--- src/rtl/acr_cfg.svh ---
// audio clock rate block: offsets, field positions, resets and timing
// assumes inclusion by bare name from the package and the design files
`ifndef ACR_CFG_SVH
`define ACR_CFG_SVH

// register offsets on the control port
`define ACR_OFF_CLKDIV 8'h03
`define ACR_OFF_OSR 8'h29
`define ACR_OFF_SRATE 8'h40

// clock_divider_select fields
`define ACR_POST_LSB 0
`define ACR_PRE_LSB 4
`define ACR_MULT_LSB 8
`define ACR_DACDIV_LSB 12
// dac_oversample_select field
`define ACR_OSR_LSB 0
// sample_rate_range field and read-only status nibble
`define ACR_SRATE_LSB 0
`define ACR_STAT_LSB 12

// reset values
`define ACR_CLKDIV_RST 16'h0011
`define ACR_OSR_RST 16'h0000
`define ACR_SRATE_RST 16'h0002

// supported system clock to frame ratios and fixed rates
`define ACR_RATIO_A 10'd256
`define ACR_RATIO_B 10'd400
`define ACR_RATIO_C 10'd500
`define ACR_OSR_FIXED 9'd100
`define ACR_MIN_BCLK 5'd8

// timing: clock period and presence detector figures
`define ACR_CLK_NS 8
`define ACR_ATTACK_NS 1000
`define ACR_RELEASE_NS 50000
`define ACR_ATTACK_CYC (`ACR_ATTACK_NS / `ACR_CLK_NS)
`define ACR_RELEASE_CYC ((`ACR_RELEASE_NS + `ACR_CLK_NS - 1) / `ACR_CLK_NS)

`endif

--- src/rtl/acr_pkg.sv ---
// audio clock rate block: shared types
// assumes acr_cfg.svh sits on the include path
`include "acr_cfg.svh"

package acr_pkg;

	// detected system clock to frame ratio
	typedef enum logic [1:0] {
		RATIO_NONE,
		RATIO_256,
		RATIO_400,
		RATIO_500
	} acr_ratio_e;

	// effective dac clock divide
	typedef enum logic [2:0] {
		DIV_1,
		DIV_2,
		DIV_4,
		DIV_8,
		DIV_5
	} acr_div_e;

	// decoded clock configuration
	typedef struct packed {
		logic [2:0] pre_divider;
		logic [2:0] post_divider;
		logic [2:0] mult_sel;
		logic [1:0] dac_div_sel;
		logic [1:0] osr_sel;
	} acr_cfg_s;

	// detector state shown to the rest of the chip
	typedef struct packed {
		logic master_clock_present;
		logic bclk_ok;
		acr_ratio_e ratio;
	} acr_stat_s;

endpackage : acr_pkg

--- src/rtl/acr_sysdiv.sv ---
// fractional system clock generator: counts system clock edges
// assumes mclk_edge is a one-cycle pulse already in the ref_clk domain
`timescale 1ns/1ps

module acr_sysdiv (
	input wire logic ref_clk, // core clock
	input wire logic reset, // sync reset, active high
	input wire logic mclk_edge, // one pulse per master clock rising edge
	input wire logic [3:0] num, // multiplier numerator
	input wire logic [5:0] den, // divider denominator, never zero
	output logic [3:0] sys_ticks // system clock edges at this mclk edge
);

	logic [5:0] acc_r;
	logic [6:0] sum;
	logic [6:0] ticks;

	// remainder carries between edges so the long-run rate is exact
	assign sum = {1'b0, acc_r} + {3'b000, num};
	assign ticks = sum / {1'b0, den};

	// accumulator keeps running whatever the detect mode is
	always_ff @(posedge ref_clk) begin
		if (reset) begin
			acc_r <= 6'h00;
			sys_ticks <= 4'h0;
		end else if (mclk_edge) begin
			acc_r <= 6'(sum - 7'(ticks * {1'b0, den}));
			sys_ticks <= ticks[3:0];
		end else begin
			sys_ticks <= 4'h0;
		end
	end

endmodule : acr_sysdiv

--- src/rtl/acr_top.sv ---
// audio clock rate block: control registers, clock detect and rate select
// assumes mclk, bclk and fsync are pins and the bypass comes from logic
`timescale 1ns/1ps
`include "acr_cfg.svh"

module acr_top #(
	parameter int RELEASE_CYC = `ACR_RELEASE_CYC // mclk loss timeout
) (
	input wire logic ref_clk, // core clock, 125 MHz
	input wire logic reset, // sync reset, active high
	input wire logic mclk, // master clock pin
	input wire logic bclk, // bit clock pin
	input wire logic fsync, // frame sync pin
	input wire logic clock_detect_bypass, // 1 forces power-up
	input wire logic [7:0] reg_addr, // control register offset
	input wire logic reg_wr, // write strobe
	input wire logic reg_rd, // read strobe
	input wire logic [15:0] reg_wdata, // write data
	output logic [15:0] reg_rdata, // read data, next cycle
	output logic auto_power_up, // analog power-up request
	output logic clock_loss_shutdown, // driver shutdown
	output acr_pkg::acr_stat_s status, // detector state
	output logic [8:0] dac_osr, // effective oversampling rate
	output acr_pkg::acr_div_e dac_div, // effective dac divide
	output logic [2:0] rate_range, // sample rate range field
	output logic [3:0] sys_ticks // system clock edges per ref_clk
);

	localparam int ATTACK_CYC = `ACR_ATTACK_CYC;

	logic [15:0] clkdiv_r, osr_r, srate_r;
	acr_pkg::acr_cfg_s cfg;
	logic [2:0] mclk_s, bclk_s, fs_s;
	logic mclk_edge, bclk_edge, fs_edge;
	logic [12:0] gap_r;
	logic present_r;
	logic [3:0] num;
	logic [5:0] den;
	logic [9:0] frame_r;
	logic [4:0] bcnt_r;
	logic bclk_ok_r;
	acr_pkg::acr_ratio_e ratio_r;

	// the ratio a frame count stands for, or none
	function automatic acr_pkg::acr_ratio_e ratio_of(input logic [9:0] c);
		if (c == `ACR_RATIO_A)
			return acr_pkg::RATIO_256;
		else if (c == `ACR_RATIO_B)
			return acr_pkg::RATIO_400;
		else if (c == `ACR_RATIO_C)
			return acr_pkg::RATIO_500;
		else
			return acr_pkg::RATIO_NONE;
	endfunction : ratio_of

	// oversampling rate selected by the dac_oversample_select field
	function automatic logic [8:0] osr_of(input logic [1:0] s);
		return 9'(9'd32 << s);
	endfunction : osr_of

	// divider codes of zero behave as one
	function automatic logic [2:0] nz(input logic [2:0] v);
		return (v == 3'd0) ? 3'd1 : v;
	endfunction : nz

	// register writes; unmapped offsets are ignored
	always_ff @(posedge ref_clk) begin
		if (reset) begin
			clkdiv_r <= `ACR_CLKDIV_RST;
			osr_r <= `ACR_OSR_RST;
			srate_r <= `ACR_SRATE_RST;
		end else if (reg_wr) begin
			unique case (reg_addr)
				`ACR_OFF_CLKDIV: clkdiv_r <= reg_wdata;
				`ACR_OFF_OSR: osr_r <= reg_wdata;
				`ACR_OFF_SRATE: srate_r <= reg_wdata;
				default: ;
			endcase
		end
	end

	// reads; the top nibble of the range register shows live status
	always_ff @(posedge ref_clk) begin
		if (reset) begin
			reg_rdata <= 16'h0000;
		end else if (reg_rd) begin
			unique case (reg_addr)
				`ACR_OFF_CLKDIV: reg_rdata <= clkdiv_r;
				`ACR_OFF_OSR: reg_rdata <= osr_r;
				`ACR_OFF_SRATE: reg_rdata <= {present_r, bclk_ok_r,
					ratio_r, srate_r[11:0]};
				default: reg_rdata <= 16'h0000;
			endcase
		end
	end

	assign cfg.post_divider = clkdiv_r[`ACR_POST_LSB +: 3];
	assign cfg.pre_divider = clkdiv_r[`ACR_PRE_LSB +: 3];
	assign cfg.mult_sel = clkdiv_r[`ACR_MULT_LSB +: 3];
	assign cfg.dac_div_sel = clkdiv_r[`ACR_DACDIV_LSB +: 2];
	assign cfg.osr_sel = osr_r[`ACR_OSR_LSB +: 2];
	assign rate_range = srate_r[`ACR_SRATE_LSB +: 3];

	// pins pass two flops; the third flop only feeds edge detection
	always_ff @(posedge ref_clk) begin
		if (reset) begin
			mclk_s <= 3'h0;
			bclk_s <= 3'h0;
			fs_s <= 3'h0;
		end else begin
			mclk_s <= {mclk_s[1:0], mclk};
			bclk_s <= {bclk_s[1:0], bclk};
			fs_s <= {fs_s[1:0], fsync};
		end
	end
	assign mclk_edge = mclk_s[1] & ~mclk_s[2];
	assign bclk_edge = bclk_s[1] & ~bclk_s[2];
	assign fs_edge = fs_s[1] & ~fs_s[2];

	// presence attack and release
	// two edges inside the attack window set it, silence clears it
	always_ff @(posedge ref_clk) begin
		if (reset) begin
			gap_r <= 13'h1FFF;
			present_r <= 1'b0;
		end else if (mclk_edge) begin
			gap_r <= 13'h0000;
			if (gap_r < 13'(ATTACK_CYC))
				present_r <= 1'b1;
		end else begin
			if (gap_r != 13'h1FFF)
				gap_r <= gap_r + 13'h0001;
			if (gap_r >= 13'(RELEASE_CYC - 1))
				present_r <= 1'b0;
		end
	end

	// multiply then divide by both dividers, or by the post divider alone for code 0
	// codes 1..4 give factors 1, 2, 4, 8
	always_comb begin
		if (cfg.mult_sel == 3'd0) begin
			num = 4'd1;
			den = {3'b000, nz(cfg.post_divider)};
		end else begin
			num = (cfg.mult_sel >= 3'd4) ? 4'd8 :
				4'(4'd1 << (cfg.mult_sel - 3'd1));
			den = 6'(nz(cfg.pre_divider) * nz(cfg.post_divider));
		end
	end

	// dividers run with or without bypass
	acr_sysdiv u_sysdiv (
		.ref_clk(ref_clk),
		.reset(reset),
		.mclk_edge(mclk_edge),
		.num(num),
		.den(den),
		.sys_ticks(sys_ticks)
	);

	// system ticks per frame, judged at each frame edge
	always_ff @(posedge ref_clk) begin
		if (reset) begin
			frame_r <= 10'h000;
			ratio_r <= acr_pkg::RATIO_NONE;
		end else if (!present_r) begin
			frame_r <= 10'h000;
			ratio_r <= acr_pkg::RATIO_NONE;
		end else if (fs_edge) begin
			frame_r <= 10'(sys_ticks);
			ratio_r <= ratio_of(frame_r);
		end else if (frame_r < 10'h3F0) begin
			frame_r <= frame_r + 10'(sys_ticks);
		end
	end

	// bit clocks per frame; saturates so long frames stay valid
	always_ff @(posedge ref_clk) begin
		if (reset) begin
			bcnt_r <= 5'h00;
			bclk_ok_r <= 1'b0;
		end else if (fs_edge) begin
			bclk_ok_r <= (bcnt_r >= `ACR_MIN_BCLK);
			bcnt_r <= {4'h0, bclk_edge};
		end else if (bclk_edge && bcnt_r != 5'h1F) begin
			bcnt_r <= bcnt_r + 5'h01;
		end
	end

	assign status = '{present_r, bclk_ok_r, ratio_r};

	// power control and clock loss protection
	always_ff @(posedge ref_clk) begin
		if (reset) begin
			auto_power_up <= 1'b0;
			clock_loss_shutdown <= 1'b0;
		end else begin
			auto_power_up <= clock_detect_bypass | (present_r & bclk_ok_r &
				(ratio_r != acr_pkg::RATIO_NONE));
			clock_loss_shutdown <= ~clock_detect_bypass & ~present_r;
		end
	end

	// dac rate: 400 and 500 force oversampling 100, 500 also forces divide by five; other ratios obey software
	always_ff @(posedge ref_clk) begin
		if (reset) begin
			dac_osr <= 9'd32;
			dac_div <= acr_pkg::DIV_1;
		end else begin
			dac_osr <= osr_of(cfg.osr_sel);
			dac_div <= acr_pkg::acr_div_e'({1'b0, cfg.dac_div_sel});
			if (ratio_r == acr_pkg::RATIO_400 ||
				ratio_r == acr_pkg::RATIO_500)
				dac_osr <= `ACR_OSR_FIXED;
			if (ratio_r == acr_pkg::RATIO_500)
				dac_div <= acr_pkg::DIV_5;
		end
	end

	bypass_pwr_a: assert property (
		@(posedge ref_clk) disable iff (reset)
		$past(clock_detect_bypass) |-> auto_power_up)
		else $error("power-up low during bypass");

	div_bypass_a: assert property (
		@(posedge ref_clk) disable iff (reset)
		clock_detect_bypass && mclk_edge && num >= 4'(den) && den < 6'd9
		|=> sys_ticks != 4'h0)
		else $error("divider idle during bypass");

	direct_div_a: assert property (
		@(posedge ref_clk) disable iff (reset)
		mclk_edge && cfg.mult_sel == 3'd0 && cfg.post_divider == 3'd1
		|=> sys_ticks == 4'h1)
		else $error("direct divide wrong");

	mult_eight_a: assert property (
		@(posedge ref_clk) disable iff (reset)
		mclk_edge && cfg.mult_sel == 3'd4 && den == 6'd1
		|=> sys_ticks == 4'h8)
		else $error("factor eight not applied");

	osr_field_a: assert property (
		@(posedge ref_clk) disable iff (reset)
		ratio_r == acr_pkg::RATIO_256 |=> dac_osr == osr_of($past(cfg.osr_sel)))
		else $error("oversampling not from field");

	osr_fixed_a: assert property (
		@(posedge ref_clk) disable iff (reset)
		ratio_r == acr_pkg::RATIO_400 |=> dac_osr == 9'd100)
		else $error("oversampling not 100");

	div_fifth_a: assert property (
		@(posedge ref_clk) disable iff (reset)
		ratio_r == acr_pkg::RATIO_500 |=> dac_div == acr_pkg::DIV_5)
		else $error("divide by five missing");

	loss_stop_a: assert property (
		@(posedge ref_clk) disable iff (reset)
		$fell(present_r) && !clock_detect_bypass |-> ##1 clock_loss_shutdown)
		else $error("no shutdown on clock loss");

	pwr_ratio_a: assert property (
		@(posedge ref_clk) disable iff (reset)
		!clock_detect_bypass && ratio_r == acr_pkg::RATIO_NONE
		|=> !auto_power_up)
		else $error("power-up without ratio");

	mclk_rel_a: assert property (
		@(posedge ref_clk) disable iff (reset)
		gap_r == 13'(RELEASE_CYC - 1) && !mclk_edge |=> !present_r)
		else $error("presence not released");

	ratio_det_a: assert property (
		@(posedge ref_clk) disable iff (reset)
		present_r && fs_edge && frame_r == 10'd400
		|=> ratio_r == acr_pkg::RATIO_400)
		else $error("ratio 400 missed");

endmodule : acr_top

--- config.mk ---
export PLATFORM = sky130hd
export DESIGN_NAME = acr_top
export DESIGN_NICKNAME = d
export VERILOG_FILES = /design/src/rtl/acr_pkg.sv /design/src/rtl/acr_sysdiv.sv /design/src/rtl/acr_top.sv
export VERILOG_INCLUDE_DIRS = /design/src /design/src/rtl
export SDC_FILE = /design/constraint.sdc
export NUM_CORES = 1
export LEC_CHECK = 0
export ABC_AREA = 1
export BUFFER_PORTS_ARGS = -buffer_cell sky130_fd_sc_hd__buf_2
export CAP_MARGIN = 40
export CORE_ASPECT_RATIO = 1.1
export CORE_UTILIZATION = 54
export DETAILED_ROUTE_END_ITERATION = 8
export PLACE_DENSITY = 0.84
export SETUP_SLACK_MARGIN = 0.4
export SLEW_MARGIN = 20
export SYNTH_ARGS = -nofsm -noshare
export SYNTH_HDL_FRONTEND = slang
export SYNTH_SLANG_ARGS = --single-unit
--- constraint.sdc ---
create_clock -name ref_clk -period 34.3 [get_ports ref_clk]
set_input_delay 1.715 -clock ref_clk [delete_from_list [all_inputs] [get_ports ref_clk]]
set_output_delay 1.715 -clock ref_clk [all_outputs]
set_load 0.02 [all_outputs]
* Word-level counts from Yosys, hierarchy flattened
Index checks and enable logic that the tools add are counted.
Word-level totals: output and inout port bits 41, bits of input ports 32, register bits 125, logic and storage cells 103
Cells by class: equal/unequal tests 11, order comparisons 5, reductions and logical operators 20, muxes and demuxes 20, bitwise logic cells 13, multipliers 2, add/sub/neg operators 6, shift-type cells 2, divide/modulo/power cells 1
Operators by type and width (count):
- 16-bit one-hot mux with 3 select lines | 1
- 10-bit by 9-bit == test with 1-bit output (second input constant) | 3
- 13-bit two-way mux | 2
- 4-bit two-way mux | 4
- 13-bit by 1-bit adder with 13-bit output (second input constant) | 1
- 13-bit >= comparator (second input constant) | 1
- 13-bit by 7-bit less-than comparator with 1-bit output (second input constant) | 1
- 13-bit inequality test (second input constant) | 1
- 10-bit by 4-bit adder with 10-bit output | 1
- 10-bit less-than comparator (second input constant) | 1
- 2-bit nonzero test | 5
- 2-bit OR reduction | 5
- 3-bit logical NOT | 3
- 3-bit two-way mux | 3
- 6-bit by 2-bit << shifter with 9-bit output (first input constant) | 1
- 8-bit by 2-bit == test with 1-bit output (second input constant) | 1
- 8-bit by 6-bit == test with 1-bit output (second input constant) | 1
- 8-bit by 7-bit == test with 1-bit output (second input constant) | 1
- 2-bit AND reduction | 4
- 6-bit by 4-bit adder with 7-bit output | 1
- 7-bit by 6-bit divider with 7-bit output | 1
- 7-bit by 6-bit multiplier with 6-bit output | 1
- 7-bit two-way mux | 1
- 1-bit bitwise AND | 6
- 18 further kinds | 30

* Depth between registers and ports, before layout
depth in word-level cells 8, mapped depth 86, gate-level depth less buffers 85

* Cells and area by module
Synthesis repeated with hierarchy kept, for this count alone.
Unflattened totals: cell total of the unflattened synthesis 1144, area total of the unflattened synthesis 8008.9 um^2
By module, submodules not included:
- acr_top | instances 1, area each 5521.5 um^2, cells an instance 746, seq. area each 2222.1 um^2
- acr_sysdiv | instances 1, area each 2487.4 um^2, cells an instance 398, seq. area each 200.2 um^2

* Worst setup path after synthesis
OpenSTA, ideal clock, no wires.
path kind register to register, start register clkdiv_r[6], end register u_sysdiv.acc_r[5], setup slack 22183 ps, data required time 34191 ps, cell stages (with the launch flop) 85, buffers on the path 2, period minus slack after synthesis 12117 ps, library setup time 109 ps, arrival 12008 ps, cell sequence dfxtp_1 -> inv_1 -> a21oi_1 -> nor2_1 -> fa_1 -> ha_1 -> fa_1 -> xor2_1 -> nand2_4 -> nand2_4 -> nor2_8 -> nand3_1 -> nand2_1 -> and2_1 -> ha_1 -> inv_1 -> o21bai_1 -> nand2_2 -> [... 49 more ...] -> fa_1 -> inv_1 -> ha_1 -> a21oi_1 -> o21ai_0 -> nor2_1 -> nand4_1 -> nand2_1 -> inv_1 -> nand2_1 -> nand2_1 -> nand3b_1 -> nand2_1 -> inv_1 -> nand3_1 -> nand3_1 -> nand2_1 -> inv_1
Between the ends: cells in the longest elaborated chain, start to end 7
RTL lines:
- from (decl) | line acr_top.sv:31 | logic [15:0] clkdiv_r, osr_r, srate_r;
- from (signal assigned) | line acr_top.sv:69 | clkdiv_r <= `ACR_CLKDIV_RST;
- from (signal assigned) | line acr_top.sv:74 | `ACR_OFF_CLKDIV: clkdiv_r <= reg_wdata;
- 3-bit logical NOT | line acr_top.sv:63 | return (v == 3'd0) ? 3'd1 : v;
- 3-bit two-way mux (*) | line acr_top.sv:63
- 3-bit by 3-bit multiplier with 6-bit output (*) | line acr_top.sv:147 | den = 6'(nz(cfg.pre_divider) * nz(cfg.post_divider));
- 6-bit two-way mux (*) | line acr_top.sv:141 | if (cfg.mult_sel == 3'd0) begin
- 7-bit by 6-bit divider with 7-bit output | line acr_sysdiv.sv:20 | assign ticks = sum / {1'b0, den};
- 7-bit by 6-bit multiplier with 6-bit output (*) | line acr_sysdiv.sv:28 | acc_r <= 6'(sum - 7'(ticks * {1'b0, den}));
- 6-bit subtractor (*) | line acr_sysdiv.sv:28
- to (signal assigned) | line acr_sysdiv.sv:28
- to (decl) | line acr_sysdiv.sv:14 | logic [5:0] acc_r;
Every way passes the cells marked *; elsewhere a longest branch is shown, timed or not. A chain may end at the register's enable or synchronous reset.

* Worst setup path in the final report
start register clkdiv_r[2], end register u_sysdiv.acc_r[5]
Between the ends: cells in the longest elaborated chain, start to end 7
RTL lines (line):
- 3-bit logical NOT | acr_top.sv:63
- 3-bit two-way mux (*) | acr_top.sv:63
- 3-bit by 3-bit multiplier with 6-bit output | acr_top.sv:147
- 6-bit two-way mux (*) | acr_top.sv:141
- 7-bit by 6-bit divider with 7-bit output | acr_sysdiv.sv:20
- 7-bit by 6-bit multiplier with 6-bit output (*) | acr_sysdiv.sv:28
- 6-bit subtractor (*) | acr_sysdiv.sv:28
Marked as above.

==> results.md <==
- Run status: finished clean
- Syn. warnings: 0
- Final Hold Viols: 0
- Fin util: 63.98%
- # setup viols final: 0
- Clock Sinks: 121
- Clock buffer depth: 2
- DP Area: 0.007843 mm^2
- Vias/cell: 5.415
- Yosys top cell area share: 32.71%
- DRC Markers: 0
- Final instance area: 0.008488 mm^2
- Top-count cell post-synth: inv_1
- 1st-iter DRT viols: 657
- Crit Path Class: flip-flop to flip-flop
- Vias in the first global route: 6403
- Power Density: 113.1 mW/mm^2
- Max cap viols: 0
- Via Count: 6931
- Reg power frac: 16.5%
- Syn Area/Cell: 7.225 um^2
- Sw power: 440.1 uW
- # rows: 44
- Die H: 124.8 um
- Max_slew headroom: 44.83%
- Ant. Diodes: 0
- Clk pwr share: 19.8%
- Gr ovfl total: 0
- Max VDD drop: 0.08749 mV
- Clk_skew: 4.805 ps
- Yosys top cell by area: dfxtp_1
- Resize count post-CTS: 0
- Slowest stage cell, crit path: fa_1
- Wire per inst: 13.86 um
- RSZ-0062 raised after global routing: no
- CTS Buf Count: 17
- FF-to-FF setup slack: 20390 ps
- Core area: 0.01327 mm^2
- First-pass GRT wire length: 29160 um
- Crit-path max FO: 13
- Hold Crit Class: flip-flop to flip-flop
- Worst slew pin tran: 827.5 ps
- Postcts setup bufs: 0
- Startpoint Class: flip-flop
- Layout cells sized above 1: 12.50%
- Post-synth EDFFs: 0
- Die W: 113.7 um
- List of most frequent post-synthesis cells: inv_1, nand2_1, dfxtp_1, nor2_1, o21ai_0
- CTS tree: done
- Static Leakage: 0.004087 uW
- Max Slew Vio Count: 0
- Gpl congestion: 0.9226
- Top_reg_cell synth: dfxtp_1
- GRT Total Usage: 25.41%
- Nets@finish: 1184
- Routed WL: 17740 um
- Clk_lat worst skew: 410 ps
- Clock slew at reported path FFs: 50 ps
- Port Buffers: 68
- Sequential area share after synthesis: 32.71%
- Ys async rst share: 0%
- Sw Ratio: 45.82%
- F_max: 0.07191 GHz
- Seq cells post-synth: 121
- Initial DRT Pass Iterations: 6
- Mapped cell area: 0.007406 mm^2
- Synth top area cells: dfxtp_1, ha_1, inv_1, nand2_1, o21ai_0
- Final Critical Period: 13910 ps
- Post-synthesis cell type count: 49
- DIE AREA: 0.01419 mm^2
- Syn Inst Count: 1025
- H-tree depth: 4
- Initial core utilization: 55.82%
- Hold buffers post-CTS: 0
- Max incr delay on CP: 510 ps
- Internal power: 520.3 uW
- Io pins: 73
- Comb power frac: 63.8%
- Initial antenna violation count: 0
- Root buffer cell: clkbuf_16
- Final period utilization: 40.54%
- Area grow syn2layout: 14.61%
- Routed Antenna Nets: 0
- DP Wirelength: 12580 um
- Largest net degree at the start of global routing: 45
- TNS Setup: 0 ps
- CP most frequent cell: nand2_1
- CP required: 34610 ps
- Arrival @ worst endpoint: 14210 ps
- Critical Path End Type: flip-flop
## state kept, by name, summed over array words and instances (netlist names), 6 cells and up
register,cells
frame_r,10
srate_r,12
reg_rdata,16
gap_r,13
osr_r,16
clkdiv_r,16
u_sysdiv.acc_r,6
## metrics by stage
step                setup slack (ps)  hold WS [ps]  total power, uW  cells
floorplan                      22180         388.3            644.2   1028
global placement               21140         397.0            725.7   1246
detailed placement             20570         397.4            752.3   1247
CTS                            20520         406.8            950.0   1279
global route                   19010         430.3             1059   1280
finish                         20390         404.1            960.4   1280
## metal layers
layer	track usage, %	routed length (um)
met5	0	0
met4	11.22	465
met3	4.623	1078
met2	43.36	8608
met1	30.86	7584
## path summary, 6_finish.rpt
kind          startpoint                 to  cells past startpoint
max          clkdiv_r[2]  u_sysdiv.acc_r[5]                     82
min              fs_s[0]            fs_s[1]                      2
max reg2reg  clkdiv_r[2]  u_sysdiv.acc_r[5]                     82
min reg2reg      fs_s[0]            fs_s[1]                      2
## kinds of logic (layout without fill, tap and decap cells)
family | Yosys count | count (layout) | synth area share (%)
buffers and inverters | 208 | 276 | 11.03
other | 1 | 4 | 0.05064
AND/OR/NAND/NOR | 355 | 355 | 21.88
adder cells (fa/ha/maj) | 69 | 69 | 12.77
XOR/XNOR | 29 | 29 | 3.430
flip-flops | 121 | 121 | 32.71
AO/OA/AOI/OAI | 242 | 242 | 18.13
## cells in the final DEF, fill, tap and decap left out, drive strengths merged, types with 6 or more instances in the layout
master / Yosys / layout
o21ai: 105 / 105
nor4: 8 / 8
a31oi: 7 / 7
a21oi: 89 / 89
nand3: 45 / 45
nor2: 99 / 99
ha: 58 / 58
nor3: 21 / 21
xor2: 19 / 19
inv: 172 / 173
clkbuf: 21 / 22
fa: 11 / 11
o21bai: 6 / 6
o211ai: 9 / 9
dfxtp: 121 / 121
xnor2: 10 / 10
buf: 15 / 72
nand2: 163 / 163
nand4: 7 / 7
o22ai: 12 / 12
## power groups by stage
| stage | Combinational (uW) | Clock (uW) | Sequential (uW) |
|---|---|---|---|
| floorplan | 484 | 0 | 160 |
| global placement | 565 | 0 | 160 |
| detailed placement | 592 | 0 | 160 |
| CTS | 601 | 191 | 158 |
| global route | 703 | 198 | 159 |
| finish | 612 | 190 | 158 |
## final cells by class
type / instances / area, um^2
clock buffers: 22 / 474.2
clock inverters: 10 / 163.9
fillers: 1122 / 4780
inverters: 172 / 645.6
multi-input cells: 699 / 4178
flip-flops and latches: 121 / 2422
well taps: 184 / 230.2
repair buffers: 72 / 374.1
## critical path: cells and delay by family, from the launching register on
kind / cells / cell delay [ps]
xor gates and xnor gates: 1 / 250
AOI/OAI and AO/OA: 17 / 3160
and+or+nand+nor: 39 / 4080
buffers and inverters: 11 / 950
adders and majority gates: 14 / 4920
DFF: 1 / 390
Power figures use the tool's default switching activity.
